===== src/hw/tbmc_pkg.sv =====
// constants, register map and mode type of the tuner bias mode controller.
// assumes one 100 MHz clock shared by the controller and the device end.
// Behaviour
// RULE_01 - six channel codes, 128 levels, 188 mV
// RULE_02 - four-bit boost level, 9 V to 24 V
// RULE_03 - boost level resets to all ones
// RULE_04 - host keeps boost 2 V above outputs
// RULE_05 - code zero pulls the output to ground
// RULE_06 - shutdown: everything off, outputs high impedance
// RULE_07 - shutdown on analog rise or IO low
// RULE_08 - IO rise: startup, defaults, boost on, high-Z
// RULE_09 - startup moves to active by itself
// RULE_10 - mode field reads 01 then 00
// RULE_11 - host reset command returns device to startup
// RULE_12 - active outputs follow codes once enabled
// RULE_13 - host command moves active to low power
// RULE_14 - low power: interface on, outputs off, kept
// RULE_15 - host command moves low power to active
// RULE_16 - channel enable mask resets to zeros
// RULE_17 - power-on also resets the interface logic
// RULE_18 - power-on fires only after supply was low
// RULE_19 - low-power and reset codes are parameters
package tbmc_pkg;
    // widths
    localparam int ADDR_W = 4;
    localparam int DATA_W = 8;
    localparam int NUM_CH = 6;
    localparam int CODE_W = 7;
    localparam int BOOST_W = 4;
    localparam int MODE_W = 2;
    // device register indices
    localparam logic [3:0] REG_BOOST = 4'h0;
    localparam logic [3:0] REG_POWER = 4'h1;
    localparam logic [3:0] REG_ENABLE = 4'h2;
    localparam logic [3:0] REG_CODE_A = 4'h3;
    localparam logic [3:0] REG_LAST = 4'h8;
    // reset values
    localparam logic [3:0] BOOST_RST = 4'hF;
    localparam logic [5:0] ENABLE_RST = 6'h00;
    localparam logic [6:0] CODE_RST = 7'h00;
    localparam logic [6:0] CODE_OFF = 7'h00;
    // power mode field codes
    localparam logic [1:0] PM_ACTIVE = 2'h0;
    localparam logic [1:0] PM_STARTUP = 2'h1;
    localparam logic [1:0] PM_LOWPOWER_DEF = 2'h2;
    localparam logic [1:0] PM_RESET_DEF = 2'h1;
    // startup dwell
    localparam int CLK_PERIOD_NS = 10;
    localparam int STARTUP_TIME_NS = 40;
    localparam int STARTUP_CYCLES = (STARTUP_TIME_NS + CLK_PERIOD_NS - 1) / CLK_PERIOD_NS;
    localparam logic [3:0] STARTUP_LAST = 4'(STARTUP_CYCLES - 1);
    // voltage arithmetic in millivolts
    localparam logic [16:0] CODE_STEP_MV = 17'h000BC;
    localparam logic [16:0] BOOST_BASE_MV = 17'h02328;
    localparam logic [16:0] BOOST_STEP_MV = 17'h003E8;
    localparam logic [16:0] HEADROOM_MV = 17'h007D0;
    // controller register indices and status bits
    localparam logic [1:0] HREG_TARGET = 2'h0;
    localparam logic [1:0] HREG_DATA = 2'h1;
    localparam logic [1:0] HREG_CMD = 2'h2;
    localparam logic [1:0] HREG_STATUS = 2'h3;
    localparam int ST_BUSY = 0;
    localparam int ST_DONE = 1;
    localparam int ST_WARN = 2;
    localparam int ST_ALIVE = 3;
    localparam int CMD_READ = 0;

    typedef enum logic [1:0] {
        MODE_SHUTDOWN,
        MODE_STARTUP,
        MODE_ACTIVE,
        MODE_LOWPOWER
    } tbmc_mode_type;
endpackage


===== src/hw/tbmc_link_if.sv =====
// register link between the controller and the bias device.
// assumes both ends run on the same clock; the bench joins them here.
`timescale 1ns/1ps
interface tbmc_link_if;
    logic [3:0] reg_addr;
    logic [7:0] reg_wdata;
    logic reg_wr;
    logic reg_rd;
    logic [7:0] reg_rdata;
    logic link_alive;

    // device answers, controller drives
    modport device (
        input reg_addr,
        input reg_wdata,
        input reg_wr,
        input reg_rd,
        output reg_rdata,
        output link_alive
    );
    modport host (
        output reg_addr,
        output reg_wdata,
        output reg_wr,
        output reg_rd,
        input reg_rdata,
        input link_alive
    );
endinterface


===== src/hw/tbmc_device.sv =====
// mode sequencer and output control of the six-channel bias device.
// assumes supply rails arrive as clean synchronous levels on clk_sys.
`timescale 1ns/1ps
module tbmc_device #(
    parameter logic [1:0] LOWPOWER_CODE = tbmc_pkg::PM_LOWPOWER_DEF,
    parameter logic [1:0] RESET_CODE = tbmc_pkg::PM_RESET_DEF
) (
    // clock and reset
    input wire logic clk_sys,
    input wire logic rst_n,
    // supply rails
    input wire logic io_supply_rail,
    input wire logic analog_supply_rail,
    // register link
    tbmc_link_if.device link,
    // channel outputs
    output logic [41:0] chan_code_q,
    output logic [5:0] chan_drive_q,
    output logic [5:0] chan_pulldown_q,
    // boost and mode
    output logic boost_on_q,
    output logic [3:0] boost_level_q,
    output logic [1:0] mode_code_q
);
    tbmc_pkg::tbmc_mode_type mode_q;
    tbmc_pkg::tbmc_mode_type mode_d;
    logic analog_supply_rail_prev_q;
    logic por_armed_q;
    logic [3:0] start_cnt_q;
    logic [5:0] enable_q;
    logic [7:0] rdata_q;
    logic alive_q;
    logic [6:0] code_w [0:5];

    // supply events; the armed power-on waits out a same-cycle analog edge
    wire io_rise = io_supply_rail & por_armed_q;
    wire analog_supply_rail_rise = analog_supply_rail & ~analog_supply_rail_prev_q;
    wire force_off = ~io_supply_rail | ~analog_supply_rail | analog_supply_rail_rise;

    // mode decode
    wire in_sd = (mode_q == tbmc_pkg::MODE_SHUTDOWN);
    wire in_start = (mode_q == tbmc_pkg::MODE_STARTUP);
    wire in_act = (mode_q == tbmc_pkg::MODE_ACTIVE);
    wire in_low = (mode_q == tbmc_pkg::MODE_LOWPOWER);
    wire start_done = in_start & (start_cnt_q == tbmc_pkg::STARTUP_LAST);

    // power field commands from the controller
    wire wr_ok = link.reg_wr & ~in_sd & ~force_off;
    wire wr_power = wr_ok & (link.reg_addr == tbmc_pkg::REG_POWER);
    wire [1:0] pm_req = link.reg_wdata[1:0];
    wire cmd_reset = wr_power & (in_act | in_low) & (pm_req == RESET_CODE); // RULE_11 RULE_19
    wire cmd_low = wr_power & in_act & (pm_req == LOWPOWER_CODE) & ~cmd_reset; // RULE_13 RULE_19
    wire cmd_act = wr_power & in_low & (pm_req == tbmc_pkg::PM_ACTIVE) & ~cmd_reset; // RULE_15

    // defaults are forced while off and on every entry to startup
    wire regs_clear = force_off | in_sd | io_rise | cmd_reset; // RULE_06 RULE_08 RULE_17
    wire wr_boost = wr_ok & (link.reg_addr == tbmc_pkg::REG_BOOST);
    wire wr_enable = wr_ok & (link.reg_addr == tbmc_pkg::REG_ENABLE);
    wire out_live = in_act; // RULE_12 RULE_14

    // mode read-back code
    wire [1:0] mode_field = in_start ? tbmc_pkg::PM_STARTUP :
                            in_low ? LOWPOWER_CODE : tbmc_pkg::PM_ACTIVE; // RULE_10

    // read selection; unmapped indices and shutdown read as zero
    wire rd_code = (link.reg_addr >= tbmc_pkg::REG_CODE_A) &
                   (link.reg_addr <= tbmc_pkg::REG_LAST);
    wire [3:0] code_idx = link.reg_addr - tbmc_pkg::REG_CODE_A;
    wire [7:0] rd_sel = (link.reg_addr == tbmc_pkg::REG_BOOST) ? {4'h0, boost_level_q} :
                        (link.reg_addr == tbmc_pkg::REG_POWER) ? {6'h00, mode_field} :
                        (link.reg_addr == tbmc_pkg::REG_ENABLE) ? {2'h0, enable_q} :
                        rd_code ? {1'b0, code_w[code_idx[2:0]]} : 8'h00;
    wire [7:0] rd_next = (link.reg_rd & ~in_sd & ~force_off) ? rd_sel : 8'h00;

    // next mode; supply loss beats every command
    always_comb begin
        mode_d = mode_q;
        case (mode_q)
            tbmc_pkg::MODE_SHUTDOWN: begin
                if (io_rise) begin
                    mode_d = tbmc_pkg::MODE_STARTUP; // RULE_08
                end
            end
            tbmc_pkg::MODE_STARTUP: begin
                if (start_done) begin
                    mode_d = tbmc_pkg::MODE_ACTIVE; // RULE_09
                end
            end
            tbmc_pkg::MODE_ACTIVE: begin
                if (cmd_reset) begin
                    mode_d = tbmc_pkg::MODE_STARTUP;
                end else if (cmd_low) begin
                    mode_d = tbmc_pkg::MODE_LOWPOWER;
                end
            end
            tbmc_pkg::MODE_LOWPOWER: begin
                if (cmd_reset) begin
                    mode_d = tbmc_pkg::MODE_STARTUP;
                end else if (cmd_act) begin
                    mode_d = tbmc_pkg::MODE_ACTIVE;
                end
            end
            default: begin
                mode_d = tbmc_pkg::MODE_SHUTDOWN;
            end
        endcase
        if (force_off) begin
            mode_d = tbmc_pkg::MODE_SHUTDOWN; // RULE_07
        end
    end

    // mode register and startup dwell counter
    always_ff @(posedge clk_sys or negedge rst_n) begin
        if (!rst_n) begin
            mode_q <= tbmc_pkg::MODE_SHUTDOWN;
            start_cnt_q <= 4'h0;
        end else begin
            mode_q <= mode_d;
            if (mode_d == tbmc_pkg::MODE_STARTUP && !in_start) begin
                start_cnt_q <= 4'h0;
            end else if (in_start && !start_done) begin
                start_cnt_q <= start_cnt_q + 4'h1;
            end
        end
    end

    // supply edge tracking; the power-on is re-armed only by a real low
    always_ff @(posedge clk_sys or negedge rst_n) begin
        if (!rst_n) begin
            analog_supply_rail_prev_q <= 1'b0;
            por_armed_q <= 1'b1;
        end else begin
            analog_supply_rail_prev_q <= analog_supply_rail;
            if (!io_supply_rail) begin
                por_armed_q <= 1'b1; // RULE_18
            end else if (io_rise & ~force_off) begin
                por_armed_q <= 1'b0; // RULE_18
            end
        end
    end

    // boost level and enable mask; a write loses to any reset source
    always_ff @(posedge clk_sys or negedge rst_n) begin
        if (!rst_n) begin
            boost_level_q <= tbmc_pkg::BOOST_RST;
            enable_q <= tbmc_pkg::ENABLE_RST;
        end else if (regs_clear) begin
            boost_level_q <= tbmc_pkg::BOOST_RST; // RULE_03
            enable_q <= tbmc_pkg::ENABLE_RST; // RULE_16
        end else begin
            if (wr_boost) begin
                boost_level_q <= link.reg_wdata[3:0]; // RULE_02
            end
            if (wr_enable) begin
                enable_q <= link.reg_wdata[5:0];
            end
        end
    end

    // boost runs in startup and active, stops in low power and shutdown
    always_ff @(posedge clk_sys or negedge rst_n) begin
        if (!rst_n) begin
            boost_on_q <= 1'b0;
            mode_code_q <= tbmc_pkg::PM_ACTIVE;
        end else begin
            boost_on_q <= (mode_d == tbmc_pkg::MODE_STARTUP) |
                          (mode_d == tbmc_pkg::MODE_ACTIVE); // RULE_08 RULE_14
            mode_code_q <= mode_field;
        end
    end

    // link answer: read data stand for the one cycle after the strobe
    always_ff @(posedge clk_sys or negedge rst_n) begin
        if (!rst_n) begin
            rdata_q <= 8'h00;
            alive_q <= 1'b0;
        end else begin
            rdata_q <= rd_next;
            alive_q <= ~force_off & (mode_d != tbmc_pkg::MODE_SHUTDOWN);
        end
    end
    assign link.reg_rdata = rdata_q;
    assign link.link_alive = alive_q;

    // per-channel code store and output stage
    genvar ch;
    generate
        for (ch = 0; ch < tbmc_pkg::NUM_CH; ch++) begin : g_ch
            logic [6:0] code_q;
            logic [6:0] out_code_q;
            logic drive_q;
            logic pull_q;
            wire wr_code = wr_ok & (link.reg_addr == tbmc_pkg::REG_CODE_A + 4'(ch));
            wire is_zero = (code_q == tbmc_pkg::CODE_OFF);
            wire on_req = out_live & enable_q[ch];

            // code store, kept through low power
            always_ff @(posedge clk_sys or negedge rst_n) begin
                if (!rst_n) begin
                    code_q <= tbmc_pkg::CODE_RST;
                end else if (regs_clear) begin
                    code_q <= tbmc_pkg::CODE_RST; // RULE_06
                end else if (wr_code) begin
                    code_q <= link.reg_wdata[6:0]; // RULE_01
                end
            end

            // drive, pull-down, or neither for high impedance
            always_ff @(posedge clk_sys or negedge rst_n) begin
                if (!rst_n) begin
                    drive_q <= 1'b0;
                    pull_q <= 1'b0;
                    out_code_q <= tbmc_pkg::CODE_OFF;
                end else begin
                    drive_q <= on_req & ~is_zero; // RULE_12
                    pull_q <= on_req & is_zero; // RULE_05
                    out_code_q <= (on_req & ~is_zero) ? code_q : tbmc_pkg::CODE_OFF;
                end
            end

            assign code_w[ch] = code_q;
            assign chan_code_q[ch*7 +: 7] = out_code_q;
            assign chan_drive_q[ch] = drive_q;
            assign chan_pulldown_q[ch] = pull_q;
        end
    endgenerate
endmodule


===== src/flat_wrapper.sv =====
// flat-port wrapper written by rule: the top's interface ports become plain ports
module tbmc_device_flat 
#(
    parameter logic [1:0] LOWPOWER_CODE = tbmc_pkg::PM_LOWPOWER_DEF,
    parameter logic [1:0] RESET_CODE = tbmc_pkg::PM_RESET_DEF
)
  (clk_sys, rst_n, io_supply_rail, analog_supply_rail, chan_code_q, chan_drive_q, chan_pulldown_q, boost_on_q, boost_level_q, mode_code_q, link_reg_addr, link_reg_wdata, link_reg_wr, link_reg_rd, link_reg_rdata, link_link_alive);
  tbmc_link_if link_i ();
  input wire logic clk_sys;
  input wire logic rst_n;
  input wire logic io_supply_rail;
  input wire logic analog_supply_rail;
  output logic [41:0] chan_code_q;
  output logic [5:0] chan_drive_q;
  output logic [5:0] chan_pulldown_q;
  output logic boost_on_q;
  output logic [3:0] boost_level_q;
  output logic [1:0] mode_code_q;
  input wire logic [$bits(link_i.reg_addr)-1:0] link_reg_addr;
  input wire logic [$bits(link_i.reg_wdata)-1:0] link_reg_wdata;
  input wire logic [$bits(link_i.reg_wr)-1:0] link_reg_wr;
  input wire logic [$bits(link_i.reg_rd)-1:0] link_reg_rd;
  output wire logic [$bits(link_i.reg_rdata)-1:0] link_reg_rdata;
  output wire logic [$bits(link_i.link_alive)-1:0] link_link_alive;
  assign link_i.reg_addr = link_reg_addr;
  assign link_i.reg_wdata = link_reg_wdata;
  assign link_i.reg_wr = link_reg_wr;
  assign link_i.reg_rd = link_reg_rd;
  assign link_reg_rdata = link_i.reg_rdata;
  assign link_link_alive = link_i.link_alive;
  tbmc_device #(.LOWPOWER_CODE(LOWPOWER_CODE), .RESET_CODE(RESET_CODE)) u_core (.clk_sys(clk_sys), .rst_n(rst_n), .io_supply_rail(io_supply_rail), .analog_supply_rail(analog_supply_rail), .link(link_i), .chan_code_q(chan_code_q), .chan_drive_q(chan_drive_q), .chan_pulldown_q(chan_pulldown_q), .boost_on_q(boost_on_q), .boost_level_q(boost_level_q), .mode_code_q(mode_code_q));
endmodule

===== config.mk =====
export PLATFORM = sky130hd
export DESIGN_NAME = tbmc_device_flat
export DESIGN_NICKNAME = d
export VERILOG_FILES = /design/src/hw/tbmc_pkg.sv /design/src/hw/tbmc_link_if.sv /design/src/hw/tbmc_device.sv /design/src/flat_wrapper.sv
export SDC_FILE = /design/constraint.sdc
export NUM_CORES = 1
export LEC_CHECK = 0
export BUFFER_PORTS_ARGS = -buffer_cell sky130_fd_sc_hd__buf_2
export CAP_MARGIN = 0
export CORE_UTILIZATION = 61
export CTS_BUF_LIST = sky130_fd_sc_hd__clkbuf_16
export CTS_CLUSTER_DIAMETER = 30
export CTS_CLUSTER_SIZE = 40
export DETAILED_ROUTE_END_ITERATION = 8
export HOLD_SLACK_MARGIN = 0.03
export PLACE_DENSITY = 0.86
export SYNTH_ARGS = -nofsm -noshare
export SYNTH_HDL_FRONTEND = slang
export SYNTH_SLANG_ARGS = --single-unit

===== constraint.sdc =====
create_clock -name clk_sys -period 3.5 [get_ports clk_sys]
set_input_delay 0.175 -clock clk_sys [delete_from_list [all_inputs] [get_ports clk_sys]]
set_output_delay 0.175 -clock clk_sys [all_outputs]
set_load 0.03 [all_outputs]

# Word level (Yosys, flattened, before mapping)
# Index checks and enable logic that the tools add are counted.
# word_totals
elab_cells	188
ff_bits	126
input_bits	18
# op_classes
bitwise	65
n_lt_le_gt_ge	3
reduce_logical	23
eq_ne	17
n_addsub	2
n_mux	44
# op_table
cell	count
$mux 7	21
$and 1x1->1	45
$logic_not 7->1	6
$mux 8	4
$bmux 7 s3	1
$reduce_bool 2->1	10
$mux 2	9
$eq 4x3->1 const B	4
$mux 4	4
$eq 4x2->1 const B	3
$mux 6	2
$not 1->1	12
$eq 2x2->1 const B	4
$pmux 2 s4	1
$or 1x1->1	7
$eq 2x1->1 const B	3
$add 4x1->4 const B	1
$eq 4x1->1 const B	1
$eq 4x4->1 const B	1
$ge 4x2->1 const B	1
$ge 4x4->1 const B	1
$le 4x4->1 const B	1
$logic_not 2->1	2
$logic_not 4->1	1
6 further kinds	9

# Depth between registers and ports, before layout
# Gate-level depths: netlist (run 1).
# logic_depth
depth_word	17
depth_mapped	11
ltp_nobuf	11

# Worst setup path before layout (run 1)
# No wires, ideal clock.
# synth_path
path_type	reg2reg
startpoint	register u_core.mode_q[1]
endpoint	register u_core.start_cnt_q[3]
required_time_ns	3.405
slack_ns	1.291
stages_incl_launch_ff	11
period_less_slack_ns	2.209
arrival_ns	2.114
setup_time_ns	0.095
path_cell_list	dfrtp_1 buf_2 o2111ai_1 nor2_2 a31oi_1 a211o_1 o41ai_1 ha_1 o21bai_1 nand2b_1 o31ai_1
# synth_via
elab_chain_len	16
# synth_lines
element	line	text
from (decl)	tbmc_device.sv:25	tbmc_pkg::tbmc_mode_type mode_q;
from (signal assigned)	tbmc_device.sv:115	mode_q <= tbmc_pkg::MODE_SHUTDOWN;
from (signal assigned)	tbmc_device.sv:118	mode_q <= mode_d;
$logic_not 2->1	tbmc_device.sv:41, tbmc_device.sv:78	
$not 1->1	tbmc_device.sv:48	wire wr_ok = link.reg_wr & ~in_sd & ~force_off;
$and 1x1->1 (2 in a row)	tbmc_device.sv:48	
$and 1x1->1	tbmc_device.sv:49	wire wr_power = wr_ok & (link.reg_addr == tbmc_pkg::REG_POWER);
$and 1x1->1 (2 in a row)	tbmc_device.sv:51	wire cmd_reset = wr_power & (in_act | in_low) & (pm_req == RESET_CODE);
$not 1->1	tbmc_device.sv:52, tbmc_device.sv:53	
$and 1x1->1, on equally long branches	tbmc_device.sv:53, tbmc_device.sv:52	
$mux 2, on equally long branches	tbmc_device.sv:99, tbmc_device.sv:92	
$mux 2, on equally long branches	tbmc_device.sv:97, tbmc_device.sv:90	
$pmux 2 s4 *	tbmc_device.sv:78	case (mode_q)
$mux 2 *	tbmc_device.sv:107	if (force_off) begin
named net u_core.mode_d[0]	tbmc_device.sv:26	tbmc_pkg::tbmc_mode_type mode_d;
$eq 2x1->1 *	tbmc_device.sv:119	if (mode_d == tbmc_pkg::MODE_STARTUP && !in_start) begin
$logic_and 1x1->1 *	tbmc_device.sv:119	
$mux 4 / $reduce_bool 2->1 (equally long branches)	-	
to (signal assigned)	tbmc_device.sv:122	start_cnt_q <= start_cnt_q + 4'h1;
to (decl)	tbmc_device.sv:29	logic [3:0] start_cnt_q;
# Mark *: on every way through the listed nets, which the timed path passes. The rest lies on a longest branch.
# A chain may end at the register's enable or synchronous reset.

# Worst setup path in the final report (run 1)
# Same ends and word-level chain as after synthesis.

==> results of run 1 <==
[stage by stage]
step	power (W)	instances
2_1_floorplan	0.001602	497
3_3_place_gp	0.001667	657
3_5_place_dp	0.001680	657
4_1_cts	0.003531	691
5_1_grt	0.003621	691
6_report	0.003526	691
[metal layers]
layer	up-vias	part of all wire (%)	GRT usage [%]
met2	222	50	48.97
met3	25	8.0	7.298
li1	1889	-	-
met1	2098	40	39.50
met4	0	1.6	9.989
met5	-	0	0
[power groups by stage]
stage	Sequential, W	Clock, W	Combinational (W)
5_1_grt	0.00149	0.00194	0.000192
3_3_place_gp	0.00151	0	0.000158
2_1_floorplan	0.00151	0	0.0000934
3_5_place_dp	0.00151	0	0.000168
6_report	0.00149	0.00186	0.000173
4_1_cts	0.00149	0.00187	0.000172
[state kept, by name, indices dropped and copies added (netlist names), 2 cells and up]
name / cells
u_core.g_ch.pull_q: 6
u_core.boost_level_q: 4
u_core.g_ch.drive_q: 6
u_core.mode_q: 2
u_core.start_cnt_q: 4
u_core.mode_code_q: 2
u_core.link.reg_rdata: 7
u_core.g_ch.out_code_q: 42
u_core.enable_q: 6
u_core.g_ch.code_q: 42
[cell usage after synthesis, types with 8 or more instances]
cell type	number
and2_1	23
inv_1	10
ha_1	8
and3_1	29
buf_2	13
nand3_1	27
nor2_1	40
dfrtp_1	120
buf_4	13
mux2i_1	35
clkbuf_1	13
o21ai_0	9
nand2_1	41
a21oi_1	29
[cell type report]
class | count | area share (%)
Sequential cell | 125 | 47.98
Multi-Input combinational cell | 323 | 32.08
Timing Repair Buffer | 94 | 7.700
Clock buffer | 17 | 6.512
Clock inverter | 14 | 3.084
Tap cell | 108 | 2.069
Inverter | 10 | 0.5746
[cells by family after synthesis]
logic type / after synthesis
buffers and inverters: 49
adders and majority gates: 8
other: 1
DFF: 125
and+or+nand+nor: 200
xor gates and xnor gates: 1
AOI/OAI and AO/OA: 71
muxes: 42
[worst min-delay path by stage]
stage                      startpoint                               end  slack (ns)  cells past startpoint
global route        link_reg_wdata[5]          u_core.g_ch[4].code_q[5]        0.13                      3
detailed placement              rst_n      u_core.g_ch[1].out_code_q[0]        0.25                      1
floorplan                       rst_n  u_core.analog_supply_rail_prev_q       -0.12                      0
finish              link_reg_wdata[6]          u_core.g_ch[2].code_q[6]        0.13                      3
global placement                rst_n      u_core.g_ch[1].out_code_q[0]        0.23                      1
CTS                 link_reg_wdata[6]          u_core.g_ch[2].code_q[6]        0.12                      3
[worst max-delay path: stages, from the launching register on]
cell,delay (ns)
dfrtp_1,0.51
o2111ai_1,0.31
nor2_2,0.37
a31oi_1,0.14
a211o_1,0.33
o41ai_1,0.15
ha_1,0.30
nand2_1,0.10
and2_1,0.17
o21ai_0,0.14
o31ai_1,0.09
[what timing repair did]
| item | CTS | global route |
|---|---|---|
| gates resized for setup | 0 | 0 |
| hold buffers | 3 | 0 |
| endpoints found under the hold margin | 55 | 0 |
==> impl_metrics.yaml, run 1 <==
run_status:
  status: "complete, no violations"
yosys:
  synth-simple-area-share_pct: 19.11
  synth_edf_count: 0
  ys_ff_latch: 125
  syn_avg_cell_area_um2: 11.02
  ys_top_cells_by_area: "dfrtp_1 (55%), mux2i_1 (6.4%), and3_1 (3.3%)"
  async_flop_share_pct: 100.0
  synth_cell_types: 52
  synth_area_mm2: 0.005479
  syn_inst: 497
  synth_mux_area_share_pct: 8.860
  synth_top_cell_by_area: "dfrtp_1"
  syn-num-nets: 523
  seq_area_frac_synth_pct: 57.20
  synth_xor_area_share_pct: 0.1599
  synth_top_family_by_area: "simple AND/OR/NAND/NOR gates"
  synth_compound_area_share_pct: 8.221
  synth_fa_ha_area_share_pct: 1.827
  synth_top_area_share_pct: 54.81
  synth_flop_cell: "dfrtp_1"
  ys_warn_count: 0
timing:
  fin_setup_tns_ns: 0
  maxClockFrequency_mhz: 366.4
  period_minus_slack_ns: 2.729
  slew_headroom_pct: 54.31
  fin_skew_ns: 0.009324
  finalSetupViolCount: 0
  tightest_slew_ns: 0.6765
  finalHoldViolations: 0
  finalCritPeriodShare_pct: 77.98
  fin_hold_ws_ns: 0.1298
  fin_ws_ns: 0.7706
  report.final.slew_viol_count: 0
  rsz0062_at_grt: "false"
detailed_routing:
  dr.pass1.iters: 5
  drc: 0
  drt_iter0_markers: 383
  ant_nets: 0
  num_vias: 4234
  wirelength_um: 13270
  avgRoutedWirePerCell_um: 19.20
  vias_per_cell: 6.127
global_route:
  grt_pass1_vias: 4193
  gr-total-overflow: 0
  grt_pass1_wl_um: 21660
  grt_start_max_net_pins: 56
  antenna_found_initial: 0
  track_usage_pct: 29.94
floorplan:
  dieArea_mm2: 0.009365
  fp-row-count: 34
  ios: 88
  die_x_um: 96.78
  start_util_pct: 62.83
  die_h_um: 96.78
  coreArea_mm2: 0.008721
clock_network:
  clock-sinks: 125
  cts.reportedPaths.clkPinSlew_ns: 0.06
  cts_tree: "yes"
  cts.htree.levels: 4
  cts_root_buf: "clkbuf_16"
  post_cts_buffers: 0
  worstSkewPairLatency_ns: 0.41
  cts_buffers: 17
  clockBufferDepth: 2
placed_design:
  routabilityCongestion: 0.9642
  placed_area_mm2: 0.005876
  place_hpwl_um: 8571
  dp_worst_setup_slack_ns: 0.5115
  numPortBuffers: 85
setup_path:
  reg2reg_to: "u_core.start_cnt_q[3]"
  r2r_cells: 10
  cp-endpoint: "u_core.start_cnt_q[3]"
  crit_path_end_kind: "flop"
  r2r_slack_ns: 0.77
  cp-start-kind: "flop"
  worstPathRequired_ns: 3.79
  worstSetupStartpoint: "u_core.mode_q[1]"
  crit_arrival_ns: 3.02
  critPathMaxFanout: 10
  r2r-start: "u_core.mode_q[1]"
  criticalPathCategory: "flop to flop"
layout:
  seq_area_mm2: 0.003134
  mostFrequentLayoutCell: "dfrtp_1"
  fin_util_pct: 74.91
  mostFrequentLayoutCells: "dfrtp_1 (120), buf_2 (84), nand2_1 (41)"
  area_delta_synth_final_pct: 19.23
  nFillCells: 571
  multi_input_area_mm2: 0.002096
  fin_nets: 597
  drive_gt1_share_pct: 23.16
  antenna_cells: 0
  final_area_mm2: 0.006533
power_and_ir_drop:
  seq_power_share_pct: 42.2
  p_int_w: 0.002769
  combPwrFrac_pct: 4.9
  p_per_area_mw_per_mm2: 539.7
  power_switching_w: 0.0007563
  switching_share_pct: 21.45
  clkPwrFrac_pct: 52.9
  ir_worst_vdd_mv: 0.3664
  p_leak_nw: 3.444
job:
  drv_cap: 0
worst_hold_path:
  hp-class: "input pin to flop"
(Power assumes the default switching activity.)
==> inputs of run 2 (changes only) <==
- CORE_UTILIZATION: 61 -> 56
- PLACE_DENSITY: 0.86 -> 0.8
- clock period: 3.5 -> 2.8 ns (I/O delays scaled with it)
==> impl_metrics.yaml, run 2 (synthesis results as in run 1) <==
layout:
  mostFrequentLayoutCell: "dfrtp_1"
  antenna_cells: 0
  mostFrequentLayoutCells: "dfrtp_1 (120), buf_2 (84), nand2_1 (41)"
  area_delta_synth_final_pct: 19.23
  drive_gt1_share_pct: 24.06
  fin_nets: 599
  fin_util_pct: 69.71
  nFillCells: 712
setup_path:
  cp-start-kind: "flop"
  path_buf_inv: 0
  crit_chain: "o2111ai_1 > nor2_2 > a31oi_1 > a211o_1 > o41ai_1 > ha_1 > o21bai_1 > nand2b_1 > o31ai_1"
  worstPathRequired_ns: 3.12
  critPathMaxFanout: 10
  crit_slowest_cell: "dfrtp_1"
  criticalPathCategory: "flop to flop"
  crit_path_end_kind: "flop"
  crit_arrival_ns: 2.88
  slowest_delay_ns: 0.49
  critPathTopFamily: "compound AO/OA/AOI/OAI gates"
power_and_ir_drop:
  ir_worst_vdd_mv: 0.4017
  p_int_w: 0.003207
  power_switching_w: 0.0009703
  p_per_area_mw_per_mm2: 639.4
  seq_power_share_pct: 44.6
  switching_share_pct: 23.23
  clkPwrFrac_pct: 50.2
  p_leak_nw: 3.429
  combPwrFrac_pct: 5.2
detailed_routing:
  wirelength_um: 12870
  ant_nets: 0
  vias_per_cell: 5.849
  drc: 0
  dr.pass1.iters: 5
  num_vias: 4182
  avgRoutedWirePerCell_um: 18.00
  drt_iter0_markers: 344
global_route:
  grt_pass1_wl_um: 20470
  track_usage_pct: 27.09
  grt_start_max_net_pins: 126
  antenna_found_initial: 0
  grt_pass1_vias: 3981
  gr-total-overflow: 0
clock_network:
  cts.reportedPaths.clkPinSlew_ns: 0.06
  worstSkewPairLatency_ns: 0.41
  cts_root_buf: "clkbuf_16"
  clockBufferDepth: 2
  clock-sinks: 125
  cts_tree: "yes"
  post_cts_buffers: 0
  cts.htree.levels: 4
  cts_buffers: 17
placed_design:
  routabilityCongestion: 0.8857
  dp_worst_setup_slack_ns: 0.2948
  place_hpwl_um: 8298
  numPortBuffers: 85
floorplan:
  die_h_um: 100.9
  die_x_um: 100.9
  fp-row-count: 35
  dieArea_mm2: 0.01018
  start_util_pct: 58.46
  coreArea_mm2: 0.009371
  ios: 88
timing:
  maxClockFrequency_mhz: 391.6
  period_minus_slack_ns: 2.553
  tightest_slew_ns: 0.6857
  finalCritPeriodShare_pct: 91.19
  finalHoldViolations: 0
  fin_skew_ns: 0.01573
  finalSetupViolCount: 0
  slew_headroom_pct: 54.28
  fin_setup_tns_ns: 0
  rsz0062_at_grt: "false"
  fin_ws_ns: 0.2466
  report.final.slew_viol_count: 0
worst_hold_path:
  hp-class: "input pin to flop"
job:
  drv_cap: 0
run_status:
  status: "complete, no violations"
## run 2: power groups by stage
stage | clock (W) | combinational, W | sequential (W)
after global routing | 0.00220 | 0.000242 | 0.00186
final | 0.00210 | 0.000216 | 0.00186
after detailed placement | 0 | 0.000211 | 0.00189
after floorplan | 0 | 0.000117 | 0.00189
after global placement | 0 | 0.000203 | 0.00189
after CTS | 0.00212 | 0.000216 | 0.00186
## run 2: worst paths after layout
kind,startpoint,end,slack [ns],depth (start not counted)
worst min-delay path,link_reg_wdata[6],u_core.g_ch[1].code_q[6],0.09,3
worst min register to register,u_core.start_cnt_q[3],u_core.start_cnt_q[3],0.48,1
worst max register to register,u_core.mode_q[1],u_core.start_cnt_q[3],0.25,9
worst max-delay path,u_core.mode_q[1],u_core.start_cnt_q[3],0.25,9
max in group asynchronous,rst_n,u_core.g_ch[2].code_q[5],1.97,3
min in group asynchronous,rst_n,u_core.g_ch[1].out_code_q[6],0.38,3
## run 2: final cells by class
class | count | area (um2) | area share, %
Sequential cell | 125 | 3134 | 47.98
Multi-Input combinational cell | 323 | 2096 | 32.08
Timing Repair Buffer | 96 | 530.5 | 8.121
Clock buffer | 17 | 425.4 | 6.512
Tap cell | 129 | 161.4 | 2.471
Clock inverter | 15 | 147.6 | 2.260
Inverter | 10 | 37.54 | 0.5746
## run 2: timing repair
action                    4_1_cts  5_1_grt
hold buffers                    3        0
hold endpoints to repair      122        0
resized for setup               0        0
## run 2: per-layer routing
metal / part of all wire (%) / up-vias / track usage [%]
met3: 6.7 / 15 / 4.785
met4: 1.3 / 0 / 9.253
met2: 49 / 203 / 43.78
met1: 43 / 2068 / 37.28
met5: 0 / - / 0
li1: - / 1896 / -
## run 2: metrics by stage
step	area [um2]	power (W)	std cells	hold slack, ns
6_report	6533	0.004177	715	0.08996
5_1_grt	6533	0.004305	715	0.1129
4_1_cts	6533	0.004196	715	0.07227
3_5_place_dp	5929	0.002101	680	0.2850
3_3_place_gp	5929	0.002089	680	0.2802
2_1_floorplan	5479	0.002003	497	-0.1556
## run 2: worst min-delay path, stage by stage
cell,delay (ns)
buf_2,0.15
nand3_1,0.09
a21oi_1,0.06
==> inputs of run 3 (changes only) <==
--- a/config.mk
+++ b/config.mk
@@ -9,2 +9,3 @@
 export CAP_MARGIN = 0
+export CORE_MARGIN = 1.5
 export CORE_UTILIZATION = 56
@@ -16,2 +17,3 @@
 export PLACE_DENSITY = 0.8
+export REMOVE_ABC_BUFFERS = 1
 export SYNTH_ARGS = -nofsm -noshare
--- a/constraint.sdc
+++ b/constraint.sdc
@@ -3,2 +3,2 @@
 set_output_delay 0.14 -clock clk_sys [all_outputs]
-set_load 0.03 [all_outputs]
+set_load 0.005 [all_outputs]
==> impl_metrics.yaml, run 3 (synthesis results as in run 1) <==
placed_design:
  dp.cells: 685
  place_hpwl_um: 8747
  routabilityCongestion: 0.8969
  numPortBuffers: 85
  dp_worst_setup_slack_ns: 0.2740
floorplan:
  coreArea_mm2: 0.009371
  ios: 88
  die_h_um: 101.9
  dieArea_mm2: 0.01039
  start_util_pct: 58.46
  die_x_um: 101.9
  fp-row-count: 35
setup_path:
  critPathMaxFanout: 10
  crit_slowest_cell: "dfrtp_1"
  r2r-start: "u_core.mode_q[1]"
  worstPathRequired_ns: 3.12
  crit_path_end_kind: "flop"
  critPathTopFamily: "compound AO/OA/AOI/OAI gates"
  cp-start-kind: "flop"
  crit_arrival_ns: 2.86
  slowest_delay_ns: 0.47
  criticalPathCategory: "flop to flop"
  r2r_cells: 9
  r2r_slack_ns: 0.26
  reg2reg_to: "u_core.start_cnt_q[3]"
  crit_chain: "o2111ai_1 > nor2_2 > a31oi_1 > a211o_1 > o41ai_1 > ha_1 > o21bai_1 > nand2b_1 > o31ai_1"
  worstSetupStartpoint: "u_core.mode_q[1]"
  path_buf_inv: 0
worst_hold_path:
  hp-class: "input pin to flop"
  min_from: "link_reg_wdata[5]"
  whs_path_depth: 3
  holdPathEnd: "u_core.g_ch[4].code_q[5]"
global_route:
  grt_pass1_wl_um: 20350
  track_usage_pct: 26.53
  gr-total-overflow: 0
  grt_start_max_net_pins: 56
  antenna_found_initial: 0
  grt_pass1_vias: 3863
clock_network:
  cts_buffers: 17
  cts.htree.levels: 4
  cts_root_buf: "clkbuf_16"
  clock-sinks: 125
  cts.reportedPaths.clkPinSlew_ns: 0.05
  cts_tree: "yes"
  post_cts_buffers: 0
  cts_resized: 0
  clockBufferDepth: 2
  worstSkewPairLatency_ns: 0.41
  postCtsHoldBufs: 3
timing:
  finalCritPeriodShare_pct: 90.58
  fin_skew_ns: 0.006971
  tightest_slew_ns: 0.7199
  finalSetupViolCount: 0
  finalHoldViolations: 0
  maxClockFrequency_mhz: 394.3
  slew_headroom_pct: 52.01
  report.final.slew_viol_count: 0
  fin_setup_tns_ns: 0
  fin_ws_ns: 0.2639
  rsz0062_at_grt: "false"
  period_minus_slack_ns: 2.536
detailed_routing:
  drt_iter0_markers: 217
  maxUsedRoutingLayer: "met4"
  ant_nets: 0
  dr.pass1.iters: 5
  avgRoutedWirePerCell_um: 17.74
  num_vias: 4179
  drc: 0
  wl_met2_um: 5980
  vias_per_cell: 5.820
  wirelength_um: 12740
  met3_length_um: 1150
  m1WireLength_um: 5349
power_and_ir_drop:
  p_leak_nw: 3.445
  p_per_area_mw_per_mm2: 612.1
  ir_worst_vdd_mv: 0.4758
layout:
  nFillCells: 727
  drive_gt1_share_pct: 23.60
  fin_nets: 604
  area_delta_synth_final_pct: 18.82
  mostFrequentLayoutCell: "dfrtp_1"
  fin_util_pct: 69.47
  layout.cells.non_filler: 718
  mostFrequentLayoutCells: "dfrtp_1 (120), buf_2 (84), nand2_1 (41)"
  antenna_cells: 0
job:
  drv_cap: 0
run_status:
  status: "complete, no violations"
[run 3: cell types whose count changed in the layout (fill, tap and decap cells not counted), moves of 2 or more]
cell / delta
inv_1: +3
clkinv_4: -2
buf_4: +5
clkinv_1: +2
clkinvlp_4: -3
[run 3: power breakdown]
group / switching [W] / leakage, nW / internal, W
sequential: 0.0000226 / 1.72 / 0.00184
combinational: 0.000147 / 1.46 / 0.0000733
clock: 0.000728 / 0.260 / 0.00118
[run 3: layout make-up]
type                       instances  area [um2]  area share (%)
timing repair buffer             101       568.0           8.726
inverter                          10       37.54          0.5766
sequential                       125        3134           48.15
tap                              129       161.4           2.479
multi-input combinational        323        2096           32.19
clock buffer                      17       425.4           6.535
clock inverter                    13       87.58           1.345
[run 3: routing by layer]
| layer | vias to the layer above | track usage (%) |
|---|---|---|
| met2 | 210 | 40.46 |
| met3 | 32 | 6.840 |
| met5 | - | 0 |
| met4 | 0 | 9.168 |
| li1 | 1898 | - |
| met1 | 2039 | 37.43 |
[run 3: worst max path at each step]
stage	to	slack (ns)	depth (start not counted)
2_1_floorplan	u_core.g_ch[1].code_q[0]	0.30	5
3_3_place_gp	u_core.start_cnt_q[3]	0.41	9
3_5_place_dp	u_core.start_cnt_q[3]	0.27	9
4_1_cts	u_core.start_cnt_q[3]	0.27	9
5_1_grt	u_core.start_cnt_q[3]	0.05	9
6_report	u_core.start_cnt_q[3]	0.26	9
[run 3: metrics by stage]
step                instance area [um2]  power, W  hold WS, ns
floorplan                          5268  0.001984      -0.1556
global placement                   5967  0.002090       0.2270
detailed placement                 5967  0.002107       0.2382
CTS                                6510  0.004007      0.06758
global route                       6510  0.004122      0.09645
finish                             6510  0.003985      0.08517
[run 3: worst min-delay path, stage by stage]
cell     delay [ns]
buf_2          0.16
nand3_1        0.10
a21oi_1        0.05
